File: src/logic/perf_event_pkg.sv
package perf_event_pkg;

   // ----------------------------------------------------------------
   // Event numbers.
   // ----------------------------------------------------------------
   localparam logic [7:0] EVT_SW_INCREMENT = 8'h00;
   localparam logic [7:0] EVT_DCACHE_ACCESS = 8'h04;
   localparam logic [7:0] EVT_DTLB_REFILL = 8'h05;
   localparam logic [7:0] EVT_DATA_READ = 8'h06;
   localparam logic [7:0] EVT_DATA_WRITE = 8'h07;
   localparam logic [7:0] EVT_INSTR_EXEC = 8'h08;
   localparam logic [7:0] EVT_EXC_TAKEN = 8'h09;
   localparam logic [7:0] EVT_EXC_RETURN = 8'h0A;
   localparam logic [7:0] EVT_CTXID_WRITE = 8'h0B;
   localparam logic [7:0] EVT_PC_CHANGE = 8'h0C;
   localparam logic [7:0] EVT_IMM_BRANCH = 8'h0D;
   localparam logic [7:0] EVT_PROC_RETURN = 8'h0E;
   localparam logic [7:0] EVT_UNALIGNED = 8'h0F;
   localparam logic [7:0] EVT_BRANCH_MISPRED = 8'h10;
   localparam logic [7:0] EVT_BRANCH_PREDICTABLE = 8'h12;
   localparam logic [7:0] EVT_IMPDEF_FIRST = 8'h40;

   // ----------------------------------------------------------------
   // Implementation-defined events provided here.
   // ----------------------------------------------------------------
   localparam logic [7:0] EVT_EXT_INPUT_CYCLES = 8'h40;
   localparam logic [7:0] EVT_IRQ_MASKED_CYCLES = 8'h41;
   localparam logic [7:0] EVT_EXT_INPUT_EDGES = 8'h42;

   // ----------------------------------------------------------------
   // Widths and reset values.
   // ----------------------------------------------------------------
   localparam int EVT_W = 8;
   localparam int LANES = 4;
   localparam int INC_W = 3;
   localparam logic [2:0] SYNC_RESET = 3'h0;

endpackage

File: src/logic/perf_event_select_decode.sv
`timescale 1ns/1ps
`default_nettype none

// How it works
// - 0x04 counts each data cache line access
// - 0x05 counts each data TLB walk
// - 0x06 counts retired passing data reads
// - 0x07 counts retired passing data writes
// - 0x08 counts all retired instructions
// - 0x09 counts one per exception taken
// - 0x0A counts passing exception returns
// - 0x0B counts passing context identifier writes
// - 0x0C counts passing software PC changes
// - 0x0D counts all immediate branches retired
// - 0x0E counts passing link-register procedure returns
// - PC writes not from link, writeback pop or post-indexed load are excluded from 0x0E
// - 0x0F counts passing unaligned accesses
// - 0x10 counts each misprediction flush
// - 0x12 counts predictable program flow changes
// - 0x11, 0x13-0x3F reserved; 0x40 up impdef
// - Impdef events count occurrences or cycles
// - External input counts asserted cycles
// - Event 0x41 counts cycles with both IRQ and FIQ masked
// - One occurrence advances counter by one
// - 0x00 counts software increment writes
// - Instruction events count retired instructions only; 0x04 and 0x05 also count speculative accesses

module perf_event_select_decode #(
   parameter int LANES = perf_event_pkg::LANES,
   parameter int INC_W = perf_event_pkg::INC_W
) (
   input wire logic clk,
   input wire logic srst,
   input wire logic [7:0] event_sel,
   input wire logic sw_increment,
   input wire logic [LANES-1:0] dcache_access,
   input wire logic [LANES-1:0] dtlb_walk,
   input wire logic [LANES-1:0] retire_valid,
   input wire logic [LANES-1:0] retire_cond_pass,
   input wire logic [LANES-1:0] retire_is_read,
   input wire logic [LANES-1:0] retire_is_write,
   input wire logic [LANES-1:0] retire_exc_return,
   input wire logic [LANES-1:0] retire_ctxid_write,
   input wire logic [LANES-1:0] retire_pc_write,
   input wire logic [LANES-1:0] retire_imm_branch,
   input wire logic [LANES-1:0] retire_pc_from_link,
   input wire logic [LANES-1:0] retire_pc_pop_writeback,
   input wire logic [LANES-1:0] retire_pc_postindex_load,
   input wire logic [LANES-1:0] retire_unaligned,
   input wire logic exception_taken,
   input wire logic mispredict_flush,
   input wire logic predictable_flow,
   input wire logic irq_mask,
   input wire logic fiq_mask,
   input wire logic ext_event,
   output logic [INC_W-1:0] count_increment,
   output logic count_enable,
   output logic event_reserved
);

   // ----------------------------------------------------------------
   // Elaboration check.
   // ----------------------------------------------------------------
   generate
      if (LANES < 1) begin : g_bad_lanes
         $error("At least one retirement lane is needed.");
      end
      if (INC_W < 1 || (1 << INC_W) <= LANES) begin : g_bad_width
         $error("Increment width cannot hold the lane count.");
      end
   endgenerate

   // ----------------------------------------------------------------
   // Helpers.
   // ----------------------------------------------------------------
   // Counts set bits so several occurrences in one cycle are all kept.
   function automatic logic [INC_W-1:0] popcount(input logic [LANES-1:0] v);
      logic [INC_W-1:0] n;
      n = '0;
      for (int i = 0; i < LANES; i++) begin
         n = n + INC_W'(v[i]);
      end
      return n;
   endfunction

   // Turns a single-cycle flag into a one-count increment.
   function automatic logic [INC_W-1:0] one(input logic v);
      return INC_W'(v);
   endfunction

   // ----------------------------------------------------------------
   // External and mask inputs.
   // ----------------------------------------------------------------
   logic ext_level;
   logic ext_rise;

   perf_event_sync u_ext_sync (
      .clk(clk),
      .srst(srst),
      .async_in(ext_event),
      .level(ext_level),
      .rise(ext_rise)
   );

   // ----------------------------------------------------------------
   // Qualified per-lane occurrences.
   // ----------------------------------------------------------------
   logic [LANES-1:0] passed;
   logic [LANES-1:0] read_lanes;
   logic [LANES-1:0] write_lanes;
   logic [LANES-1:0] exc_return_lanes;
   logic [LANES-1:0] ctxid_lanes;
   logic [LANES-1:0] pc_change_lanes;
   logic [LANES-1:0] imm_branch_lanes;
   logic [LANES-1:0] link_kind;
   logic [LANES-1:0] proc_return;
   logic [LANES-1:0] unaligned_lanes;

   // Only retired instructions count; condition-pass for most events.
   assign passed = retire_valid & retire_cond_pass;

   // Explicit data reads and writes; a swap instruction sets both.
   assign read_lanes = passed & retire_is_read;
   assign write_lanes = passed & retire_is_write;

   // Exception returns and context identifier writes must pass.
   assign exc_return_lanes = passed & retire_exc_return;
   assign ctxid_lanes = passed & retire_ctxid_write;

   // Any passing software write of the program counter.
   assign pc_change_lanes = passed & retire_pc_write;

   // Immediate branches count even when their condition fails.
   assign imm_branch_lanes = retire_valid & retire_imm_branch;

   // Link-register source, writeback pop or post-indexed load only.
   assign link_kind = retire_pc_from_link | retire_pc_pop_writeback
      | retire_pc_postindex_load;

   // A procedure return is a passing program counter write of link kind.
   assign proc_return = pc_change_lanes & link_kind;

   // Unaligned accesses, faulting or not, that passed their condition.
   assign unaligned_lanes = passed & retire_unaligned;

   // ----------------------------------------------------------------
   // Per-event amounts.
   // ----------------------------------------------------------------
   logic [INC_W-1:0] amt_swinc;
   logic [INC_W-1:0] amt_exc_taken;
   logic [INC_W-1:0] amt_mispred;
   logic [INC_W-1:0] amt_predictable;
   logic [INC_W-1:0] amt_dcache;
   logic [INC_W-1:0] amt_dtlb;
   logic [INC_W-1:0] amt_read;
   logic [INC_W-1:0] amt_write;
   logic [INC_W-1:0] amt_instr;
   logic [INC_W-1:0] amt_exc_return;
   logic [INC_W-1:0] amt_ctxid;
   logic [INC_W-1:0] amt_pc_change;
   logic [INC_W-1:0] amt_imm_branch;
   logic [INC_W-1:0] amt_proc_return;
   logic [INC_W-1:0] amt_unaligned;
   logic [INC_W-1:0] amt_ext_cycles;
   logic [INC_W-1:0] amt_ext_edges;
   logic [INC_W-1:0] amt_mask_cycles;

   // A software increment write is a step of one.
   assign amt_swinc = one(sw_increment);

   // Single-cycle pipeline pulses become a step of one each.
   assign amt_exc_taken = one(exception_taken);
   assign amt_mispred = one(mispredict_flush);
   assign amt_predictable = one(predictable_flow);

   // Memory system occurrences, speculative ones included.
   assign amt_dcache = popcount(dcache_access);
   assign amt_dtlb = popcount(dtlb_walk);

   // Data transfers and retired instructions add one per lane.
   assign amt_read = popcount(read_lanes);
   assign amt_write = popcount(write_lanes);
   assign amt_instr = popcount(retire_valid);

   // Status-changing instructions add one per qualifying lane.
   assign amt_exc_return = popcount(exc_return_lanes);
   assign amt_ctxid = popcount(ctxid_lanes);
   assign amt_pc_change = popcount(pc_change_lanes);

   // Branches, returns and unaligned accesses add one per lane.
   assign amt_imm_branch = popcount(imm_branch_lanes);
   assign amt_proc_return = popcount(proc_return);
   assign amt_unaligned = popcount(unaligned_lanes);

   // Implementation-defined events: external input and interrupt masks.
   assign amt_ext_cycles = one(ext_level);
   assign amt_ext_edges = one(ext_rise);
   assign amt_mask_cycles = one(irq_mask & fiq_mask);

   // ----------------------------------------------------------------
   // Event select decode.
   // ----------------------------------------------------------------
   logic [INC_W-1:0] next_increment;
   logic next_reserved;

   // Each selection collapses to one increment value per cycle.
   always_comb begin
      next_increment = '0;
      next_reserved = 1'b0;
      unique case (event_sel)
         perf_event_pkg::EVT_SW_INCREMENT: begin
            next_increment = amt_swinc;
         end
         perf_event_pkg::EVT_DCACHE_ACCESS: begin
            next_increment = amt_dcache;
         end
         perf_event_pkg::EVT_DTLB_REFILL: begin
            next_increment = amt_dtlb;
         end
         perf_event_pkg::EVT_DATA_READ: begin
            next_increment = amt_read;
         end
         perf_event_pkg::EVT_DATA_WRITE: begin
            next_increment = amt_write;
         end
         perf_event_pkg::EVT_INSTR_EXEC: begin
            next_increment = amt_instr;
         end
         perf_event_pkg::EVT_EXC_TAKEN: begin
            next_increment = amt_exc_taken;
         end
         perf_event_pkg::EVT_EXC_RETURN: begin
            next_increment = amt_exc_return;
         end
         perf_event_pkg::EVT_CTXID_WRITE: begin
            next_increment = amt_ctxid;
         end
         perf_event_pkg::EVT_PC_CHANGE: begin
            next_increment = amt_pc_change;
         end
         perf_event_pkg::EVT_IMM_BRANCH: begin
            next_increment = amt_imm_branch;
         end
         perf_event_pkg::EVT_PROC_RETURN: begin
            next_increment = amt_proc_return;
         end
         perf_event_pkg::EVT_UNALIGNED: begin
            next_increment = amt_unaligned;
         end
         perf_event_pkg::EVT_BRANCH_MISPRED: begin
            next_increment = amt_mispred;
         end
         perf_event_pkg::EVT_BRANCH_PREDICTABLE: begin
            next_increment = amt_predictable;
         end
         perf_event_pkg::EVT_EXT_INPUT_CYCLES: begin
            next_increment = amt_ext_cycles;
         end
         perf_event_pkg::EVT_IRQ_MASKED_CYCLES: begin
            next_increment = amt_mask_cycles;
         end
         perf_event_pkg::EVT_EXT_INPUT_EDGES: begin
            next_increment = amt_ext_edges;
         end
         default: begin
            // Reserved and unimplemented codes never count.
            next_reserved = 1'b1;
         end
      endcase
   end

   // ----------------------------------------------------------------
   // Registered outputs to the counter.
   // ----------------------------------------------------------------
   // Amount to add this cycle, with every simultaneous occurrence kept.
   always_ff @(posedge clk) begin
      if (srst) begin
         count_increment <= '0;
      end else begin
         count_increment <= next_increment;
      end
   end

   // Enable means a nonzero step, so reserved codes never enable.
   always_ff @(posedge clk) begin
      if (srst) begin
         count_enable <= 1'b0;
      end else begin
         count_enable <= (next_increment != '0);
      end
   end

   // Flags a selection that this decoder does not implement.
   always_ff @(posedge clk) begin
      if (srst) begin
         event_reserved <= 1'b0;
      end else begin
         event_reserved <= next_reserved;
      end
   end

endmodule

`default_nettype wire

File: src/logic/perf_event_sync.sv
`timescale 1ns/1ps
`default_nettype none

// ----------------------------------------------------------------
// Three-stage synchroniser for an external event level.
// ----------------------------------------------------------------
module perf_event_sync (
   input wire logic clk,
   input wire logic srst,
   input wire logic async_in,
   output logic level,
   output logic rise
);

   logic [2:0] stage;

   // Only stages two and three are compared; stage one feeds stage two alone.
   always_ff @(posedge clk) begin
      if (srst) begin
         stage <= perf_event_pkg::SYNC_RESET;
         level <= 1'b0;
         rise <= 1'b0;
      end else begin
         stage <= {stage[1:0], async_in};
         if (stage[1] == stage[2]) begin
            level <= stage[2];
            rise <= stage[2] & ~level;
         end else begin
            rise <= 1'b0;
         end
      end
   end

endmodule

`default_nettype wire

File: config.mk
export PLATFORM = sky130hd
export DESIGN_NAME = perf_event_select_decode
export DESIGN_NICKNAME = d
export VERILOG_FILES = /design/src/logic/perf_event_pkg.sv /design/src/logic/perf_event_select_decode.sv /design/src/logic/perf_event_sync.sv
export SDC_FILE = /design/constraint.sdc
export NUM_CORES = 1
export LEC_CHECK = 0
export BUFFER_PORTS_ARGS = -buffer_cell sky130_fd_sc_hd__buf_4
export CAP_MARGIN = 20
export CORE_ASPECT_RATIO = 0.6
export CORE_MARGIN = 2
export CORE_UTILIZATION = 45
export DETAILED_ROUTE_END_ITERATION = 12
export PLACE_DENSITY = 0.89
export SYNTH_ARGS = -nofsm -noshare
export SYNTH_HDL_FRONTEND = slang
export SYNTH_HIERARCHICAL = 1
export SYNTH_SLANG_ARGS = --single-unit
export TNS_END_PERCENT = 100
File: constraint.sdc
create_clock -name clk -period 2.9 [get_ports clk]
set_clock_uncertainty 0.15 [all_clocks]
set_input_delay 0.29 -clock clk [delete_from_list [all_inputs] [get_ports clk]]
set_output_delay 0.29 -clock clk [all_outputs]
set_load 0.01 [all_outputs]
# ---- Word level (Yosys, flattened, before mapping)
# Index checks and enable logic that the tools add are counted.
dict set report totals {
  inputBits 73
  regBits 10
  out_inout_bits 5
  elab_cells 78
}
dict set report op_classes {
  n_eq_ne 18
  bitwise 15
  mux 2
  add_sub_neg 33
  reduce_logical 4
}
# op n
set ops {}
lappend ops {{$eq A8 B4 Y1 const B} 8}
lappend ops {{$pmux W3 S18} 1}
lappend ops {{$and A4 B4 Y4} 9}
lappend ops {{$add A2 B1 Y3} 11}
lappend ops {{$add A3 B1 Y3} 11}
lappend ops {{$eq A8 B3 Y1 const B} 4}
lappend ops {{$eq A8 B7 Y1 const B} 3}
lappend ops {{$add A1 B1 Y2} 11}
lappend ops {{$reduce_or A18 Y1} 1}
lappend ops {{$eq A8 B5 Y1 const B} 2}
lappend ops {{$logic_not A8 Y1} 1}
lappend ops {{$or A4 B4 Y4} 2}
lappend ops {{$reduce_bool A3 Y1} 1}
lappend ops {{$and A1 B1 Y1} 2}
lappend ops {{$not A1 Y1} 2}
lappend ops {{$reduce_or A2 Y1} 1}
lappend ops {{$eq A1 B1 Y1} 1}
lappend ops {{$mux W1} 1}

# ---- Logic depth before layout (Yosys ltp)
dict set report logic_depth {
  ltp_word 8
  depth_mapped 11
  depth_no_buf 11
}

# ---- Cells and area by module
# Netlist, hierarchy kept.
# module instances cells_each area_each_um2 seq_area_each_um2
set by_module_without_submodules {}
lappend by_module_without_submodules {perf_event_select_decode 1 155 1375.1 100.1}
lappend by_module_without_submodules {perf_event_sync 1 12 148.9 100.1}

# ---- Worst setup path before layout
# No wires, ideal clock.
dict set report synth_path {
  path_kind {input port to flip-flop}
  start {in retire_cond_pass[0]}
  end {reg count_enable}
  n_path_buf 0
  t_arrival_ns 2.315
  path_slack_ns 0.296
  t_required_ns 2.611
  setup_time_ns 0.139
  path_stages 9
  path_cell_list {and2_1 nand2_1 fa_1 inv_1 ha_1 ha_1 mux4_1 o21ai_0 a41oi_1}
}
dict set report synth_between {
  elab_chain_cells 8
  elab_cells_between_ends 31
  classes_between {add/sub (21); mux (1); bitwise (8); reduce/logical (1)}
}
# element line_no
set synth_rtl {}
lappend synth_rtl {{start: declaration} perf_event_select_decode.sv:39} ;# input wire logic [LANES-1:0] retire_cond_pass,
lappend synth_rtl {{$and A4 B4 Y4 *} perf_event_select_decode.sv:120} ;# assign passed = retire_valid & retire_cond_pass;
lappend synth_rtl {{$and A4 B4 Y4} perf_event_select_decode.sv:131} ;# assign pc_change_lanes = passed & retire_pc_write;
lappend synth_rtl {{$and A4 B4 Y4} perf_event_select_decode.sv:141} ;# assign proc_return = pc_change_lanes & link_kind;
lappend synth_rtl {{$add A1 B1 Y2} perf_event_select_decode.sv:81} ;# n = n + INC_W'(v[i]);
lappend synth_rtl {{$add A2 B1 Y3} perf_event_select_decode.sv:81}
lappend synth_rtl {{$add A3 B1 Y3} perf_event_select_decode.sv:81}
lappend synth_rtl {{$pmux W3 S18 *} perf_event_select_decode.sv:210} ;# unique case (event_sel)
lappend synth_rtl {{$reduce_bool A3 Y1 *} perf_event_select_decode.sv:289} ;# count_enable <= (next_increment != '0);
lappend synth_rtl {{end signal: assignment} perf_event_select_decode.sv:289}
lappend synth_rtl {{end: declaration} perf_event_select_decode.sv:57} ;# output logic count_enable,
# Mark *: on every way between the ends. The rest lies on a longest branch, timed or not.
# A chain may end at the register's enable or synchronous reset.

# ---- Worst setup path in the final report
dict set report layout_path {
  start {in retire_valid[0]}
  end {reg count_enable}
}
dict set report layout_between {
  elab_chain_cells 8
  elab_cells_between_ends 38
  classes_between {add/sub (27); mux (1); bitwise (9); reduce/logical (1)}
}
# element line_no
set layout_rtl {}
lappend layout_rtl {{start: declaration} perf_event_select_decode.sv:38} ;# input wire logic [LANES-1:0] retire_valid,
lappend layout_rtl {{$and A4 B4 Y4} perf_event_select_decode.sv:120}
lappend layout_rtl {{$and A4 B4 Y4} perf_event_select_decode.sv:131}
lappend layout_rtl {{$and A4 B4 Y4} perf_event_select_decode.sv:141}
lappend layout_rtl {{$add A1 B1 Y2} perf_event_select_decode.sv:81}
lappend layout_rtl {{$add A2 B1 Y3} perf_event_select_decode.sv:81}
lappend layout_rtl {{$add A3 B1 Y3} perf_event_select_decode.sv:81}
lappend layout_rtl {{$pmux W3 S18 *} perf_event_select_decode.sv:210}
lappend layout_rtl {{$reduce_bool A3 Y1 *} perf_event_select_decode.sv:289}
# Marks and branches as above.

==> results.toml <==
[status]
status = "completed"

[drt]
ant_nets = 0
wire_per_inst_um = 14.6
wl_met3_um = 374
vias_per_cell = 5.29
met1_length_um = 1910
routed_wl_um = 4210
initialDrtViolationCount = 151
met2_length_um = 1920
dr.pass1.iters = 4
topRoutingLayerUsed = "met3"
drc = 0
vias = 1529

[timing]
holdWs_ns = 0.106
setup_viol = 0
final_hold_viol_count = 0
grt_setup_unrepaired = "no"
maxSlewViolCount = 0
fin_crit_sh_pct = 92.5
finalSetupTns_ns = 0
tightest_slew_ns = 0.358
slew_headroom_pct = 76.1
fmax_mhz = 373
min_period_ns = 2.68

[floorplan]
die_h_um = 49.1
initial_core_util_pct = 47.0
core-area_um2 = 3240
die_area_um2 = 3880
pin_count = 78
chipWidth_um = 79.1
rows = 16

[worst_setup_path]
reg2reg_from = "u_ext_sync/level"
crit_fanout = 5
rr_endpoint = "count_enable"
ff2ff_setup_slack_ns = 1.40
cp.required_ns = 2.86
crit_arrival_ns = 2.64
crit_type = "in2reg"
reg2regPathDepth = 5
crit_path_start_kind = "primary input"
worst_setup_path_end_kind = "flip-flop"

[min_path]
hold_depth = 2
hold_path_end = "u_ext_sync/stage[0]"
min_from = "ext_event"
hp-class = "in2reg"

[synth]
syn-instance-count = 167
synth_area_leader_cell = "ha_1"
yosysUniqueCellTypes = 45
synth_warnings = 6
syn_nets = 273
ys_ff_latch = 10
synth_ff_type = "dfxtp_1"
synthTopCellsByArea = "ha_1 18%, fa_1 14%, dfxtp_1 13%"
syn_area_per_cell_um2 = 9.13
async_reset_ff_share_pct = 0
synth_top_area_share_pct = 18.1
synthTopCellsByCount = "26 x nand2_1, 22 x ha_1, 15 x inv_1"
post-synth-top-count-cell = "nand2_1"
synth_edf_count = 0
synth_area_um2 = 1520
seq_area_frac_synth_pct = 13.1

[layout]
regArea_um2 = 200
syn_to_final_growth_pct = 43.3
drive_gt1_share_pct = 38.1
nFillCells = 264
final_nets = 351
diodes = 0
multiInputGateArea_um2 = 1220

[cts]
clock_latency_ns = 0.24
cts_tree = "built"
clock-sinks = 10
htreeDepth = 1
hold_buffers = 0
cts_resized = 0
clkTransAtPathRegs_ns = 0.05
cts_root_buffer = "clkbuf_8"
numCtsBuffers = 3
post-cts-setup-buffers = 0
clk_path_buf_depth = 2

[pwr]
leakagePower_uw = 0.00113
power_density_nw_per_um2 = 250
max-vdd-ir-drop_v = 0.000168

[global_route]
grt_first_pass_wirelength_um = 6920
grt_max_degree = 20
grt_pass1_vias = 1564
grt.overflow.total = 0
antenna_found_initial = 0
grtUsageTotal_pct = 23.0

[run]
cap_violations = 0

[placement]
gp_congestion = 0.839
place_hpwl_um = 3660
port_buffers = 77
[critical path, stage by stage]
cell and delay, ns:
buf_4 0.09, and2_1 0.24, nand2_1 0.13, fa_1 0.55, inv_1 0.05, ha_1 0.29
mux4_2 0.50, nand3_2 0.09, a21oi_2 0.06, nor3_2 0.23, a41oi_1 0.13
[cell families after synthesis]
family	after synthesis	synth area share (%)
AO/OA/AOI/OAI	27	13.1
adder cells (fa/ha/maj)	33	32.5
buffers and inverters	21	6.65
flip-flops	10	13.1
multiplexers	12	12.2
AND/OR/NAND/NOR	64	22.5
[per-layer routing]
metal  vias up  track usage (%)
li1        755                -
met1       698             30.7
met2        76             39.1
met3         0             5.56
met4         0             2.59
met5         -                0
[report_power, final]
| part | total (µW) | switching [µW] | internal [µW] |
|---|---|---|---|
| clock network | 176 | 56.7 | 120 |
| registers | 142 | 1.05 | 140 |
| logic | 228 | 98.9 | 129 |
[how the worst max path moves through the flow]
stage	endpoint	cells after the start	slack, ns	from
CTS	count_enable	11	0.22	retire_valid[0]
global route	count_enable	11	0.10	retire_valid[0]
detailed placement	count_enable	11	-0.03	retire_valid[0]
finish	count_enable	11	0.22	retire_valid[0]
floorplan	count_enable	9	0.30	retire_cond_pass[0]
global placement	count_enable	11	0.05	retire_valid[0]
[flip-flops by register name, indices dropped and copies added (netlist names)]
register          flops
count_increment       3
u_ext_sync/rise       1
u_ext_sync/level      1
event_reserved        1
count_enable          1
u_ext_sync/stage      3
[cells in the final DEF, fill, tap and decap left out, drive strengths merged, types with 2 or more instances in the layout]
| cell type | instances |
|---|---|
| and3 | 9 |
| inv | 15 |
| mux4 | 4 |
| a21oi | 7 |
| o31a | 4 |
| nor3 | 4 |
| nand2 | 26 |
| mux2 | 3 |
| buf | 79 |
| nand3 | 4 |
| dfxtp | 10 |
| ha | 22 |
| o32ai | 2 |
| nor2 | 5 |
| nor2b | 3 |
| fa | 11 |
| clkbuf | 4 |
| mux2i | 5 |
| nand3b | 3 |
| and2 | 4 |
| o21ai | 5 |
[per-stage QoR]
| step | util, % | setup WS (ns) | instance area, µm² | std cells | power [µW] |
|---|---|---|---|---|---|
| finish | 67.3 | 0.217 | 2180 | 289 | 546 |
| global route | 67.3 | 0.103 | 2180 | 289 | 583 |
| CTS | 67.3 | 0.216 | 2180 | 289 | 549 |
| detailed placement | 65.6 | -0.0317 | 2130 | 285 | 371 |
| global placement | 65.6 | 0.0535 | 2130 | 285 | 362 |
| floorplan | - | 0.296 | 1520 | 167 | 255 |
[area by class of cell]
type	instances	share of cell area (%)
tap	45	2.58
inverter	15	2.58
sequential	10	9.17
multi-input combinational	136	56.0
timing repair buffer	79	27.2
clock buffer	4	2.52
Power figures use the tool's default switching activity.
